===== config.mk =====
export PLATFORM = sky130hd
export DESIGN_NAME = irq_regs_top
export DESIGN_NICKNAME = d
export VERILOG_FILES = /design/src/pkg/irq_regs_pkg.sv /design/src/pkg/event_if.sv /design/src/irq_regs_top.sv /design/src/edge_capture.sv
export SDC_FILE = /design/constraint.sdc
export NUM_CORES = 1
export LEC_CHECK = 0
export ABC_AREA = 1
export BUFFER_PORTS_ARGS = -buffer_cell sky130_fd_sc_hd__buf_4
export CORE_UTILIZATION = 40
export CTS_BUF_LIST = sky130_fd_sc_hd__clkbuf_4 sky130_fd_sc_hd__clkbuf_8
export DETAILED_ROUTE_END_ITERATION = 8
export GPL_TIMING_DRIVEN = 0
export HOLD_SLACK_MARGIN = 0.1
export PLACE_DENSITY = 0.8
export SYNTH_ARGS = -nofsm -noshare
export SYNTH_HDL_FRONTEND = slang
export SYNTH_SLANG_ARGS = --single-unit

===== constraint.sdc =====
create_clock -name mclk_i -period 1.88 [get_ports mclk_i]
set_input_delay 0.376 -clock mclk_i [delete_from_list [all_inputs] [get_ports mclk_i]]
set_output_delay 0.376 -clock mclk_i [all_outputs]
set_load 0.1 [all_outputs]

===== src/pkg/irq_regs_pkg.sv =====
// Purpose: Shared constants for the pin-edge and power-good interrupt register block.
// Assumes: AHB-Lite slave with 32-bit data, one aligned word per register.
// Notes: Register indices are kept as printed; the byte address is four times the index.
`default_nettype none

package irq_regs_pkg;

  // ----------------------------------------------------------------
  // Widths
  // ----------------------------------------------------------------
  localparam int unsigned REG_W = 8;
  localparam int unsigned PIN_N = 4;
  localparam int unsigned REGU_N = 4;
  localparam int unsigned IDX_W = 8;

  // ----------------------------------------------------------------
  // Register indices and byte addresses
  // ----------------------------------------------------------------
  localparam logic [IDX_W-1:0] PIN_STS_IDX = 8'h3B;
  localparam logic [IDX_W-1:0] PIN_MSK_IDX = 8'h3C;
  localparam logic [IDX_W-1:0] PG_STS_IDX = 8'h3D;
  localparam logic [IDX_W-1:0] PG_MSK_IDX = 8'h3E;
  localparam logic [1:0] WORD_LSB = 2'h0;

  // ----------------------------------------------------------------
  // Reset values
  // ----------------------------------------------------------------
  localparam logic [REG_W-1:0] STS_RESET = 8'h00;
  localparam logic [REG_W-1:0] PG_MSK_RESET = 8'hFF;

  // ----------------------------------------------------------------
  // Field positions
  // ----------------------------------------------------------------
  // Pin-edge byte: pin (i+2) rise at bit 2i, fall at bit 2i+1.
  localparam int unsigned PIN_RISE_OFS = 0;
  localparam int unsigned PIN_FALL_OFS = 1;
  // Power-good byte: converters 1..4 in bits 3..0 order, linear regulators in 7..4.
  localparam int unsigned CONV_LSB = 0;
  localparam int unsigned LINREG_LSB = 4;

  // ----------------------------------------------------------------
  // AHB-Lite encodings
  // ----------------------------------------------------------------
  localparam int unsigned HTRANS_ACTIVE_BIT = 1;
  localparam logic HRESP_OKAY = 1'b0;
  localparam logic [31:0] RDATA_ZERO = 32'h0000_0000;

endpackage : irq_regs_pkg

`default_nettype wire


===== src/pkg/event_if.sv =====
// Purpose: Carries one-cycle edge events from the capture stage to the register file.
// Assumes: Single clock; every event is a pulse of one cycle.
// Notes: The source modport drives, the sink modport reads.
`timescale 1ns/1ps
`default_nettype none

interface event_if;
  import irq_regs_pkg::*;

  logic [PIN_N-1:0] pin_rise;
  logic [PIN_N-1:0] pin_fall;
  logic [REGU_N-1:0] linreg_fall;
  logic [REGU_N-1:0] conv_fall;

  modport source (
    output pin_rise,
    output pin_fall,
    output linreg_fall,
    output conv_fall
  );

  modport sink (
    input pin_rise,
    input pin_fall,
    input linreg_fall,
    input conv_fall
  );

endinterface : event_if

`default_nettype wire


===== src/irq_regs_top.sv =====
// Purpose: Pin-edge and power-good interrupt flag and mask registers on an AHB-Lite slave.
// Assumes: One clock, synchronous active-high reset acting as power-on reset.
// Notes: Zero-wait-state slave; reads return the byte in hrdata[7:0], upper bits zero.
//
// Implementation choice: the AHB-Lite interface to the registers.
`timescale 1ns/1ps
`default_nettype none

module irq_regs_top
  import irq_regs_pkg::*;
(
  input wire logic mclk_i,
  input wire logic rst_i,
  input wire logic hsel_i,
  input wire logic [31:0] haddr_i,
  input wire logic [1:0] htrans_i,
  input wire logic hwrite_i,
  input wire logic [2:0] hsize_i,
  input wire logic [31:0] hwdata_i,
  input wire logic hready_i,
  output logic [31:0] hrdata_o,
  output logic hreadyout_o,
  output logic hresp_o,
  input wire logic [REG_W-1:0] otp_pin_mask_i,
  input wire logic [PIN_N-1:0] pin_level_i,
  input wire logic [REGU_N-1:0] linreg_good_i,
  input wire logic [REGU_N-1:0] linreg_en_i,
  input wire logic [REGU_N-1:0] conv_good_i,
  input wire logic [REGU_N-1:0] conv_en_i,
  output logic irq_o
);

  // ----------------------------------------------------------------
  // Edge capture
  // ----------------------------------------------------------------
  event_if evt ();

  edge_capture u_edge_capture (
    .mclk_i(mclk_i),
    .rst_i(rst_i),
    .pin_level_i(pin_level_i),
    .linreg_good_i(linreg_good_i),
    .linreg_en_i(linreg_en_i),
    .conv_good_i(conv_good_i),
    .conv_en_i(conv_en_i),
    .evt(evt)
  );

  // Set requests in register bit order.
  logic [REG_W-1:0] pin_set;
  logic [REG_W-1:0] pg_set;

  genvar gi;
  generate
    for (gi = 0; gi < PIN_N; gi++) begin : g_pin_map
      assign pin_set[2*gi+PIN_RISE_OFS] = evt.pin_rise[gi];
      assign pin_set[2*gi+PIN_FALL_OFS] = evt.pin_fall[gi];
      assign pg_set[LINREG_LSB+gi] = evt.linreg_fall[gi];
      assign pg_set[CONV_LSB+gi] = evt.conv_fall[gi];
    end
  endgenerate

  // ----------------------------------------------------------------
  // Bus address phase
  // ----------------------------------------------------------------
  logic wr_pend;
  logic next_wr_pend;
  logic [IDX_W-1:0] wr_idx;
  logic [IDX_W-1:0] next_wr_idx;
  logic [31:0] next_hrdata;
  logic addr_take;
  logic addr_in_map;
  logic [IDX_W-1:0] addr_idx;

  logic [REG_W-1:0] pin_sts;
  logic [REG_W-1:0] pin_msk;
  logic [REG_W-1:0] pg_sts;
  logic [REG_W-1:0] pg_msk;

  assign addr_take = hsel_i & hready_i & htrans_i[HTRANS_ACTIVE_BIT];
  assign addr_idx = haddr_i[IDX_W+1:2];
  assign addr_in_map = (haddr_i[31:IDX_W+2] == '0) & (haddr_i[1:0] == WORD_LSB);

  always_comb begin
    next_wr_pend = addr_take & hwrite_i & addr_in_map;
    next_wr_idx = addr_idx;
    next_hrdata = RDATA_ZERO;
    if (addr_take && !hwrite_i && addr_in_map) begin
      unique case (addr_idx)
        PIN_STS_IDX: next_hrdata[REG_W-1:0] = pin_sts;
        PIN_MSK_IDX: next_hrdata[REG_W-1:0] = pin_msk;
        PG_STS_IDX: next_hrdata[REG_W-1:0] = pg_sts;
        PG_MSK_IDX: next_hrdata[REG_W-1:0] = pg_msk;
        default: next_hrdata = RDATA_ZERO;
      endcase
    end
  end

  always_ff @(posedge mclk_i) begin
    if (rst_i) begin
      wr_pend <= 1'b0;
      wr_idx <= '0;
      hrdata_o <= RDATA_ZERO;
      hreadyout_o <= 1'b1;
      hresp_o <= HRESP_OKAY;
    end else begin
      wr_pend <= next_wr_pend;
      wr_idx <= next_wr_idx;
      hrdata_o <= next_hrdata;
      hreadyout_o <= 1'b1;
      hresp_o <= HRESP_OKAY;
    end
  end

  // ----------------------------------------------------------------
  // Register file
  // ----------------------------------------------------------------
  logic [REG_W-1:0] wdata;
  logic wr_pin_sts;
  logic wr_pin_msk;
  logic wr_pg_sts;
  logic wr_pg_msk;
  logic [REG_W-1:0] next_pin_sts;
  logic [REG_W-1:0] next_pin_msk;
  logic [REG_W-1:0] next_pg_sts;
  logic [REG_W-1:0] next_pg_msk;
  logic next_irq;

  assign wdata = hwdata_i[REG_W-1:0];
  assign wr_pin_sts = wr_pend & (wr_idx == PIN_STS_IDX);
  assign wr_pin_msk = wr_pend & (wr_idx == PIN_MSK_IDX);
  assign wr_pg_sts = wr_pend & (wr_idx == PG_STS_IDX);
  assign wr_pg_msk = wr_pend & (wr_idx == PG_MSK_IDX);

  // A flag is cleared only by a 1 in its own bit, and a new event in the same cycle wins.
  always_comb begin
    next_pin_sts = pin_set | (pin_sts & ~({REG_W{wr_pin_sts}} & wdata));
    next_pg_sts = pg_set | (pg_sts & ~({REG_W{wr_pg_sts}} & wdata));
    next_pin_msk = wr_pin_msk ? wdata : pin_msk;
    next_pg_msk = wr_pg_msk ? wdata : pg_msk;
    // Mask 1 blocks, mask 0 passes.
    next_irq = |(next_pin_sts & ~next_pin_msk) | |(next_pg_sts & ~next_pg_msk);
  end

  // Reset acts as power-on reset; the pin mask loads its factory value.
  always_ff @(posedge mclk_i) begin
    if (rst_i) begin
      pin_sts <= STS_RESET;
      pg_sts <= STS_RESET;
      pin_msk <= otp_pin_mask_i;
      pg_msk <= PG_MSK_RESET;
      irq_o <= 1'b0;
    end else begin
      pin_sts <= next_pin_sts;
      pg_sts <= next_pg_sts;
      pin_msk <= next_pin_msk;
      pg_msk <= next_pg_msk;
      irq_o <= next_irq;
    end
  end

endmodule : irq_regs_top

`default_nettype wire


===== src/edge_capture.sv =====
// Purpose: Detects pin edges and enabled power-good falling edges as one-cycle events.
// Assumes: All inputs are synchronous to mclk_i.
// Notes: No event is raised in the first cycle after reset, while history is not yet valid.
`timescale 1ns/1ps
`default_nettype none

module edge_capture
  import irq_regs_pkg::*;
(
  input wire logic mclk_i,
  input wire logic rst_i,
  input wire logic [PIN_N-1:0] pin_level_i,
  input wire logic [REGU_N-1:0] linreg_good_i,
  input wire logic [REGU_N-1:0] linreg_en_i,
  input wire logic [REGU_N-1:0] conv_good_i,
  input wire logic [REGU_N-1:0] conv_en_i,
  event_if.source evt
);

  logic primed;
  logic next_primed;
  logic [PIN_N-1:0] pin_prev;
  logic [PIN_N-1:0] next_pin_prev;
  logic [REGU_N-1:0] linreg_prev;
  logic [REGU_N-1:0] next_linreg_prev;
  logic [REGU_N-1:0] conv_prev;
  logic [REGU_N-1:0] next_conv_prev;
  logic [PIN_N-1:0] next_pin_rise;
  logic [PIN_N-1:0] next_pin_fall;
  logic [REGU_N-1:0] next_linreg_fall;
  logic [REGU_N-1:0] next_conv_fall;

  // ----------------------------------------------------------------
  // Edge detection
  // ----------------------------------------------------------------
  always_comb begin
    next_primed = 1'b1;
    next_pin_prev = pin_level_i;
    next_linreg_prev = linreg_good_i;
    next_conv_prev = conv_good_i;
    next_pin_rise = {PIN_N{primed}} & pin_level_i & ~pin_prev;
    next_pin_fall = {PIN_N{primed}} & ~pin_level_i & pin_prev;
    // A drop while the regulator is disabled is not an event.
    next_linreg_fall = {REGU_N{primed}} & linreg_en_i & linreg_prev & ~linreg_good_i;
    next_conv_fall = {REGU_N{primed}} & conv_en_i & conv_prev & ~conv_good_i;
  end

  always_ff @(posedge mclk_i) begin
    if (rst_i) begin
      primed <= 1'b0;
      pin_prev <= '0;
      linreg_prev <= '0;
      conv_prev <= '0;
      evt.pin_rise <= '0;
      evt.pin_fall <= '0;
      evt.linreg_fall <= '0;
      evt.conv_fall <= '0;
    end else begin
      primed <= next_primed;
      pin_prev <= next_pin_prev;
      linreg_prev <= next_linreg_prev;
      conv_prev <= next_conv_prev;
      evt.pin_rise <= next_pin_rise;
      evt.pin_fall <= next_pin_fall;
      evt.linreg_fall <= next_linreg_fall;
      evt.conv_fall <= next_conv_fall;
    end
  end

endmodule : edge_capture

`default_nettype wire


### Word-level counts from Yosys, hierarchy flattened

Index checks and enable logic that the tools add are counted.

* multiplexer cells: 5
* equality and inequality tests: 8
* reductions and logical operators: 8
* bitwise operators: 37

Operator list (number)
* == test 8 x 6 -> 1 bit (second input constant): 8
* AND 8 bit: 6
* AND 4 bit: 10
* inverter 8 bit: 4
* one-hot mux 8 bit (4 select lines): 1
* two-way mux 8 bit: 3
* zero test 22 bit: 1
* inverter 4 bit: 4
* OR 8 bit: 2
* OR reduction 8 bit: 2
* AND 1 bit: 9
* logical AND 1 bit: 2
* zero test 2 bit: 1
* OR reduction 2 bit: 1
* zero test 1 bit: 1
* two-way mux 1 bit: 1
* inverter 1 bit: 1
* OR 1 bit: 1

* bits in registers: 103
* output and inout bits: 35
* input port bits: 102

### Depth between registers and ports, before layout

Gate-level depths: netlist (run 1).

* depth after elaboration: 9
* depth in mapped cells: 13
* depth with buffers taken out: 12

### Cells and area by module

Synthesis (run 1) repeated with hierarchy kept, for this count alone.

* cells, all modules: 484
* area, all modules: 3574.7 sq um

By module, submodules not included
* irq_regs_top: cells each 386, times used 1, area an instance 2613.8 sq um
* edge_capture: cells each 98, times used 1, area an instance 960.9 sq um

### Least setup slack after synthesis (run 1)

Ideal clock, no wire load.

* path type: reg2reg
* start: register wr_idx[2]
* end: register irq_o
* slack: 0.442 ns
* stages on the path, launching flop included: 13
* data arrival time: 1.311 ns
* cells stage by stage: dfxtp_1 -> nand2_1 -> nor2_4 -> nand3_2 -> buf_4 -> nand2_1 -> o21ai_1 -> nand2_1 -> nand2_1 -> nor2_1 -> nand2_1 -> nor2_1 -> nor2_1

* longest elaborated chain between the ends: 9
* elaborated cells between the ends (all ways): 25
* classes of those cells: eq/ne (4); mux (2); bitwise (17); reduce/logical (2)

Ends and longest elaborated chain
* start: declaration: RTL line irq_regs_top.sv:68 `logic [IDX_W-1:0] wr_idx;`
* start signal: assignment: RTL line irq_regs_top.sv:108 `wr_idx <= next_wr_idx;`
* == test 8 x 6 -> 1 bit (on tied branches): RTL line irq_regs_top.sv:130, irq_regs_top.sv:132
* AND 1 bit (on tied branches): RTL line irq_regs_top.sv:130, irq_regs_top.sv:132
* AND 8 bit (on tied branches): RTL line irq_regs_top.sv:137, irq_regs_top.sv:138
* inverter 8 bit (on tied branches): RTL line irq_regs_top.sv:137, irq_regs_top.sv:138
* AND 8 bit (on tied branches): RTL line irq_regs_top.sv:137, irq_regs_top.sv:138
* OR 8 bit (on tied branches): RTL line irq_regs_top.sv:137, irq_regs_top.sv:138
* AND 8 bit: RTL line irq_regs_top.sv:142 `next_irq = |(next_pin_sts & ~next_pin_msk) | |(next_pg_sts & ~next_pg_msk);`
* OR reduction 8 bit: RTL line irq_regs_top.sv:142
* OR 1 bit *: RTL line irq_regs_top.sv:142
* end signal: assignment: RTL line irq_regs_top.sv:158 `irq_o <= next_irq;`
* end: declaration: RTL line irq_regs_top.sv:30 `output logic irq_o`

Every way passes the cells marked *; elsewhere a longest branch is shown, timed or not.
A chain may end at the register's enable or synchronous reset.

### Worst setup path in the final report (run 1)

* start: register wr_idx[1]
* end: register irq_o

Same word-level chain as after synthesis.

==> results summary, run 1 <==
The area added between synthesis and finish is 32.9%. The number of routed nets with antenna violations came out at 0. Among the stages of the critical path, the cell type that occurs most often is sky130_fd_sc_hd__nand2_1. about 140 I/O pins were placed. The multiplexer area fraction after synthesis is 0%.

Global routing used between 20% and 30% of the available tracks. The reported net switching power is roughly 0.0011 W. The number of hold buffers added after CTS was 0. The final RePlAce weighted congestion came out at about 0.95. The number of distinct library cells after synthesis is 28. The share of the core filled with cells in the final layout came out at a little over half. Total power for the finished layout comes to roughly 0.0038 W. The area fraction in compound gates after synthesis is between 8 and 9%. Counting the fill cells in the layout gives 795. The final routed DRC violation total is 0. The category of the most critical setup path is reg2reg. The worst-case IR drop observed on VDD is around 400 uV. The worst setup path is launched from a flop. The tightest min-delay check is of the in2reg type. The first global-routing pass estimated 13,800 um of wire.

In this run the tightest slew margin relative to its limit is about half. The number of placement rows is 33. The synthesized netlist devotes a little under a third of its cell area to simple gates. From left edge to right edge, the die measures about 94 um. The share of total power dissipated in combinational logic is around 16%. The number of CTS-inserted buffers is 9. Synthesis produced about 470 cells. In this run, synthesis inferred 0 flip-flops with an integrated enable. Walking the worst path, the cells encountered are nand2_1 > nor2_2 > nand4_1 > nand2_1 > nand2_1 > nand2_1 > nand2_1 > nor2_1 > nand2_1 > nor2_1 > nor2_1.

STA puts the critical path data arrival time at around 2.0 ns. The synthesized netlist occupies a cell area of about 0.0034 mm^2. The die area came out at 0.00891 mm^2.

The floorplan step set the die height to roughly 94 um. The number of storage elements in the synthesis netlist is slightly below 80. The proportion of power drawn by flip-flops and latches is 46.6%. The dominant combinational cell family by area after synthesis is simple AND/OR/NAND/NOR gates. The insertion delay of the later-clocked pin in the worst-skew pair is 0.36 ns. The clock transition at the registers of the reported paths is approximately 0.080 ns. The slowest library cell on the worst path is sky130_fd_sc_hd__dfxtp_1. The initial cell density of the core came out at roughly two fifths. The worst hold path was traced through 3 stages.

The tool flagged a number of max-cap violations equal to 0. The internal power of the cells totals approximately 0.0027 W. The number of optimization iterations in the first detailed-route pass is 4.

The initial detailed-routing violation count is 200. In the final layout, the share of cells above drive strength 1 is between 20% and 30%. The final critical path takes up around 96% of the cycle. The number of buffers inserted by port buffering came out at approximately 80.

For the worst flop-to-flop path, the logic depth is 11. The per-instance average area after synthesis came out at 7.35 um^2. The number of setup violations in the final report is 0. The adder and majority cell fraction of the synthesized area came out at 0%. The number of H-tree branching levels is 3.

In this run the static leakage power is between 2 and 2.5 nW. The core area is between 0.008 and 0.009 mm^2. Based on the critical path, the design can be clocked at up to ~0.55 GHz. The maximum buffer depth of the clock tree came out at 2. The wire-length estimate of the detail-placed layout is between 6000 and 7000 um.

The measured slew at the worst slew-check pin came out at a little over 0.7 ns. The post-detailed-route wirelength per cell came out at around 13 um. The largest net degree at the start of global routing is 14. The worst path needs between 1.5 and 2 ns of the cycle, external delays included.

The number of hold-slack violations in the final timing report came out at 0. During synthesis, Yosys emitted a total of 0 warnings. The overall routed net length came out at approximately 9000 um. The detailed-route via count came out at around 3,400. At the end of the flow, the number of nets in the layout was a little under 700.

The initial antenna violation count came to 0. The total power per unit cell area came out at 828 mW/mm^2. The diode insertion count for antenna repair came out at 0.

At the worst endpoint, the required time is 2.12 ns. The max-slew violation total from the final report is 0. The total overflow left after global routing is 0. STA classifies the critical path endpoint as a flop. The maximum single-stage delay on the critical path is between 0.3 and 0.4 ns. The TritonCTS clock tree is done. The aggregate negative setup slack came out at 0 ns. For this run, the leading register cell type out of synthesis is sky130_fd_sc_hd__dfxtp_1. Dividing the detail-routed via count by the number of cells gives 4.84. The sequential share of the synthesized area is 46.3%. The number of global-route vias before repair is a little over 3,000.

The final clock skew came out at about 0.0095 ns. Of all flip-flops after synthesis, the portion carrying an async set or reset was 0%. The part of the total power dissipated in the clock network came out at between 30% and 40%. The run finished with clean final reports. The switching share of power is between 20% and 30%. For this design, the sink count on the clock tree is between 70 and 80. In this run the worst path has a maximum fanout of 8. The cell at the root of the clock tree is sky130_fd_sc_hd__clkbuf_8. Of the total synthesized cell area, the portion taken by XOR and XNOR cells is 0%.
-- stage by stage --
step | instances | area, um^2 | worst slack (ns) | hold slack (ns)
after CTS | 691 | 4470 | 0.0329 | 0.218
after global routing | 696 | 4540 | -0.00314 | 0.241
final | 696 | 4540 | 0.0753 | 0.221
after detailed placement | 676 | 4250 | -0.127 | 0.415
after floorplan | 489 | 3510 | 0.442 | 0.398
after global placement | 676 | 4250 | -0.0858 | 0.404
-- power by group through the flow --
stage                     combinational, W  sequential (W)  clock, W
after floorplan                   0.000402         0.00181         0
after global placement            0.000597         0.00179         0
after detailed placement          0.000604         0.00179         0
after CTS                         0.000607         0.00175   0.00141
after global routing              0.000654         0.00176   0.00147
final                             0.000611         0.00175   0.00140
-- registers in the layout, summed over array words and instances (netlist names) --
name and cells:
hrdata_o 8, irq_o 1, pg_msk 8, pg_sts 8, pin_msk 8, pin_sts 8, u_edge_capture.conv_prev 4, u_edge_capture.evt.conv_fall 4
u_edge_capture.evt.linreg_fall 4, u_edge_capture.evt.pin_fall 4, u_edge_capture.evt.pin_rise 4, u_edge_capture.linreg_prev 4, u_edge_capture.pin_prev 4, u_edge_capture.primed 1, wr_idx 8, wr_pend 1
-- routing by layer --
metal | vias up | global-route usage, % | part of all wire, %
li1 | 1675 | - | -
met1 | 1525 | 25.1 | 42
met4 | 0 | 12.4 | 3.4
met3 | 23 | 2.90 | 7.8
met2 | 149 | 34.6 | 47
met5 | - | 0 | 0
-- cell usage after synthesis, types with 6 or more instances --
master                     number  area, um^2
sky130_fd_sc_hd__o21ai_0       27         135
sky130_fd_sc_hd__o21ai_1       13        65.1
sky130_fd_sc_hd__a21oi_1       16        80.1
sky130_fd_sc_hd__inv_1         58         218
sky130_fd_sc_hd__nand4_1       18         113
sky130_fd_sc_hd__nand2_1      102         383
sky130_fd_sc_hd__nor4_1         6        37.5
sky130_fd_sc_hd__nand3_1       28         140
sky130_fd_sc_hd__buf_4         28         210
sky130_fd_sc_hd__nor2_1        55         206
sky130_fd_sc_hd__clkbuf_1       8        30.0
sky130_fd_sc_hd__dfxtp_1       79        1580
sky130_fd_sc_hd__nor3_1         6        30.0
-- logic make-up after synthesis --
group	count (synthesis)
and+or+nand+nor	229
DFF	79
buffers and inverters	98
other	2
AOI/OAI and AO/OA	57
-- final timing paths --
kind / from / to / slack [ns]
hold reg to reg: u_edge_capture.pin_prev[0] / u_edge_capture.evt.pin_rise[0] / 0.42
setup / recovery: wr_idx[1] / irq_o / 0.08
hold / removal: otp_pin_mask_i[6] / pin_msk[6] / 0.22
setup reg to reg: wr_idx[1] / irq_o / 0.08
-- cells in the final DEF (no fill, tap or decap), drive strengths merged --
| cell type | n |
|---|---|
| nor3 | 7 |
| clkinv | 1 |
| bufinv | 2 |
| nor4 | 8 |
| a21oi | 16 |
| o21ai | 40 |
| nand3 | 31 |
| nand2 | 104 |
| nand4 | 18 |
| inv | 59 |
| clkinvlp | 3 |
| dfxtp | 79 |
| and3 | 1 |
| nor2 | 60 |
| conb | 26 |
| a31oi | 1 |
| buf | 117 |
| clkbuf | 18 |
-- layout make-up --
class                           instances  area (um^2)  share of cell area (%)
Clock inverter                          5         82.6                    1.82
Tap cell                              105          131                    2.89
Sequential cell                        79         1580                    34.9
Inverter                               60          225                    4.96
Multi-Input combinational cell        312         1470                    32.3
Clock buffer                           10          138                    3.03
Buffer                                 38          260                    5.73
Timing Repair Buffer                   87          653                    14.4
-- what timing repair did --
item,4_1_cts,5_1_grt
resized for setup,0,9
setup buffers,0,5
endpoints found under the setup margin,0,1
-- critical path: cells and delay by family, from the launching register on --
family	cells	cell delay, ns
flops	1	0.39
simple gates	11	1.29
(Power assumes the default switching activity.)
==> inputs of run 2 (changes only) <==
- ABC_AREA: 1 -> default
- MAX_ROUTING_LAYER: default -> met4
==> run 2 against run 1 <==
  * Sequential power about the same
  * Critical path depth shrank 4
  * Global-route usage is 2.1 points higher
  * Worst hold slack got worse by 0.039 ns
  * Cell area shrank 1.5%
  * Highest routed layer unchanged
  * Clock power down 16%
  * Via count decreased by 7.1%
  * Register-to-register slack worse by 0.43 ns
  * The flow now finishes with violations (negative setup slack)
==> results summary, run 2 <==
The library cell with the highest instance count after synthesis is sky130_fd_sc_hd__dfxtp_1 (was sky130_fd_sc_hd__nand2_1). The total power per unit cell area came out at 789 mW/mm^2 (was 828 mW/mm^2). The initial antenna violation count is 0 (unchanged). The number of setup violations in the final report is 3 (was 0). The insertion delay of the later-clocked pin in the worst-skew pair came to 0.35 ns (was 0.36 ns). The number of global-route vias before repair came out at 2,994 (was 3,043).

The number of filler instances in the final layout is 736 (was 795). The share of layout cells above drive strength 1 came out at 31.7% (was 25.2%). Most frequent cells after synthesis: sky130_fd_sc_hd__dfxtp_1 (79), sky130_fd_sc_hd__nand2_1 (42), sky130_fd_sc_hd__nor2_1 (28), sky130_fd_sc_hd__a21oi_1 (27), sky130_fd_sc_hd__buf_4 (27) (was sky130_fd_sc_hd__nand2_1 (102), sky130_fd_sc_hd__dfxtp_1 (79), sky130_fd_sc_hd__inv_1 (58), sky130_fd_sc_hd__nor2_1 (55)).

The per-instance average area after synthesis came to 8.89 um^2 (was 7.35 um^2). The number of buffers inserted by port buffering came out at 81 (was 82). The first-pass GRT wire length came to 14,600 um (was 13,800 um). The number of storage elements in the synthesis netlist came to 79 (unchanged). The relative max-transition margin is 37.8% (was 51.6%). The proportion of power drawn by flip-flops and latches came to 50.2% (was 46.6%).

The reg-to-reg setup timing slack is -0.36 ns (was 0.08 ns). The top cell family by delay on the critical path is simple AND/OR/NAND/NOR gates (unchanged). The total design power came out at 0.00353 W (was 0.00376 W). The peak clock frequency supported by timing came out at 0.447 GHz (was 0.554 GHz).

The height of the chip is 93.0 um (was 94.4 um). The routed via count divided by cell count is 5.22 (was 4.84). Status: finished, violations left (was completed). The final RePlAce weighted congestion is 0.911 (was 0.951). The number of synthesized flops with an enable pin came out at 0 (unchanged). The number of routed nets with antenna violations came out at 0 (unchanged). The static leakage was 1.91 nW (was 2.20 nW). Synth area leaders: sky130_fd_sc_hd__dfxtp_1 (48%), sky130_fd_sc_hd__buf_4 (6.1%), sky130_fd_sc_hd__nand2_1 (4.8%) (was sky130_fd_sc_hd__dfxtp_1 (46%), sky130_fd_sc_hd__nand2_1 (11%), sky130_fd_sc_hd__inv_1 (6.4%)). The data required time of the critical path is 2.09 ns (was 2.12 ns). The clock sink count is 79 (unchanged). The synthesized instance count was 373 (was 465). The period utilization was 119% (was 96.0%). The switching share of power came out at 28.8% (was 28.3%). The number of distinct library cells after synthesis is 55 (was 28). The number of nets in the layout came out at 595 (was 689). The most common flop cell mapped by yosys was sky130_fd_sc_hd__dfxtp_1 (unchanged). The maximum fanout along the worst path is 10 (was 8). The worst IR drop on VDD came to 631 uV (was 405 uV).

The category of the worst setup path launch point was a flop (unchanged). The combinational share of power came out at 16.8% (was 16.3%). The number of H-tree branching levels is 3 (unchanged). The final clock skew is 0.00745 ns (was 0.00950 ns). The async set or reset register ratio after synthesis is 0% (unchanged). The measured slew at the worst slew-check pin was 0.926 ns (was 0.722 ns). The category of the most critical setup path was reg2reg (unchanged). The top cell type's share of synthesized area was 47.7% (was 46.3%).

The part of the total power dissipated in the clock network came out at 33.0% (was 37.2%). The combined global-route utilization of all metal layers is 22.8% (was 20.7%). Critical path, cell by cell: or3b_4 > or4_4 > buf_6 > mux2i_1 > o311ai_1 > nor4b_4 > a41oi_1 (was nand2_1 > nor2_2 > nand4_1 > nand2_1 > nand2_1 > nand2_1 > nand2_1 > nor2_1 > nand2_1 > nor2_1 > nor2_1). The diode insertion count for antenna repair is 0 (unchanged). The setup slack after layout is -0.358 ns (was 0.0753 ns). The die area is 0.00866 mm^2 (was 0.00891 mm^2). The initial detailed-routing violation count came to 191 (was 200). The detailed placer's ending HPWL is 6680 um (was 6610 um). The endpoint type of the worst setup path is a flop (unchanged). The placement-stage cell area is 0.00414 mm^2 (was 0.00425 mm^2). The area added between synthesis and finish came to 34.9% (was 32.9%). The most common cell after layout, fill and taps aside is sky130_fd_sc_hd__buf_4 (unchanged).

The largest net degree at the start of global routing is 13 (was 14). Leading cell types in the layout, fill and taps excluded: sky130_fd_sc_hd__buf_4 (112), sky130_fd_sc_hd__dfxtp_1 (76), sky130_fd_sc_hd__nand2_1 (41), sky130_fd_sc_hd__nor2_1 (27), sky130_fd_sc_hd__conb_1 (26) (was sky130_fd_sc_hd__buf_4 (114), sky130_fd_sc_hd__nand2_1 (101), sky130_fd_sc_hd__dfxtp_1 (78), sky130_fd_sc_hd__inv_1 (58), sky130_fd_sc_hd__nor2_1 (54)). The max-slew violation total from the final report came out at 0 (unchanged).

The number of top-level design ports came out at 137 (unchanged). The internal power consumption is 0.00251 W (was 0.00270 W). The number of CTS-inserted buffers is 9 (unchanged).

The most area-hungry cell type in the Yosys netlist is sky130_fd_sc_hd__dfxtp_1 (unchanged). The number of max-cap violations was 0 (unchanged). The post-route minimum period came out at 2.24 ns (was 1.80 ns). The count of synthesis-stage warnings from yosys came out at 0 (unchanged). The slowest library cell on the worst path is sky130_fd_sc_hd__or4_4 (was sky130_fd_sc_hd__dfxtp_1). The maximum buffer depth of the clock tree came out at 2 (unchanged). The number of placement rows came to 32 (was 33). The data arrival time at the worst-slack endpoint is 2.44 ns (was 2.04 ns). The final reports fail on negative setup slack. The final non-filler cell area is 0.00447 mm^2 (was 0.00454 mm^2).

Setup repair after global routing could not meet its margin everywhere. The sequential share of the synthesized area came out at 47.7% (was 46.3%). The clock transition at the registers of the reported paths is 0.08 ns (about the same).

The initial cell density of the core came out at 42.0% (was 41.4%). The remaining global-route overflow came out at 0 (unchanged). The post-detailed-route wirelength per cell is 15.4 um (was 13.2 um). The netlist area before placement came to 0.00332 mm^2 (was 0.00342 mm^2).

The reported net switching power came out at 0.00102 W (was 0.00106 W). The number of hold-slack violations in the final timing report came out at 0 (unchanged). The worst hold path class is in2reg (unchanged). The TritonCTS clock tree is done (unchanged). The detailed-route via count is 3,132 (was 3,372). The cell at the root of the clock tree is sky130_fd_sc_hd__clkbuf_8 (unchanged).

The count of buffer and inverter cells on the critical path came out at 1 (was 0). The final routed DRC violation total came out at 0 (unchanged). The overall routed net length is 9260 um (was 9160 um).

The chip width was 93.0 um (was 94.4 um). The sequential cell area is 0.00159 mm^2 (was 0.00158 mm^2). The core area came out at 0.00789 mm^2 (was 0.00826 mm^2). The area of the multi-input gates came out at 0.00163 mm^2 (was 0.00147 mm^2). The number of optimization iterations in the first detailed-route pass is 5 (was 4).

The maximum single-stage delay on the critical path came out at 0.46 ns (was 0.39 ns).
run 2: cells by family (layout without fill, tap and decap cells):
family                 count (synthesis)  after routing  synth area share, %
AOI/OAI and AO/OA                     88             88                 17.0
buffers and inverters                 49            150                 8.83
DFF                                   79             79                 47.7
muxes                                  9              9                 2.75
other                                  2             26                0.226
and+or+nand+nor                      146            146                 23.5
run 2: worst paths after layout:
kind                                                  from                         endpoint  cells past startpoint
worst max register to register                   wr_idx[7]                            irq_o                      7
worst min-delay path                        conv_good_i[1]  u_edge_capture.evt.conv_fall[1]                      2
worst min register to register  u_edge_capture.pin_prev[1]   u_edge_capture.evt.pin_rise[1]                      1
worst max-delay path                             wr_idx[7]                            irq_o                      7
run 2: repair_timing:
| action | CTS | global route |
|---|---|---|
| hold buffers | 0 | 0 |
| resized for setup | 13 | 12 |
| buffers inserted | 2 | 4 |
| setup endpoints to repair | 27 | 19 |
| pin swaps | 5 | 6 |
run 2: area by class of cell:
class | count | share of cell area [%]
Multi-Input combinational cell | 269 | 36.4
Sequential cell | 79 | 35.4
Timing Repair Buffer | 87 | 14.7
Buffer | 36 | 5.54
Clock buffer | 13 | 3.72
Tap cell | 102 | 2.85
Inverter | 11 | 0.951
Clock inverter | 3 | 0.392
run 2: layer usage:
metal	track usage (%)	vias up	routed length [um]
met5	-	-	0
met4	9.74	0	297
met3	5.45	28	670
met2	38.3	150	4530
met1	25.9	1447	3760
li1	-	1507	-
run 2: power by group through the flow:
| stage | Sequential [W] | Clock, W | Combinational (W) |
|---|---|---|---|
| 4_1_cts | 0.00177 | 0.00119 | 0.000582 |
| 6_report | 0.00177 | 0.00117 | 0.000591 |
| 3_3_place_gp | 0.00180 | 0 | 0.000561 |
| 5_1_grt | 0.00178 | 0.00126 | 0.000623 |
| 2_1_floorplan | 0.00181 | 0 | 0.000376 |
| 3_5_place_dp | 0.00181 | 0 | 0.000568 |
run 2: through the flow:
step	TNS, ns	setup slack (ns)	instances	hold WS (ns)	utilization (%)
final	-0.461	-0.358	600	0.183	56.7
after global routing	-1.12	-0.408	600	0.175	56.7
after CTS	-0.330	-0.330	597	0.171	55.9
after detailed placement	-8.67	-0.668	580	0.400	52.5
after global placement	-7.79	-0.638	580	0.394	52.5
after floorplan	-0.122	-0.122	397	0.389	-
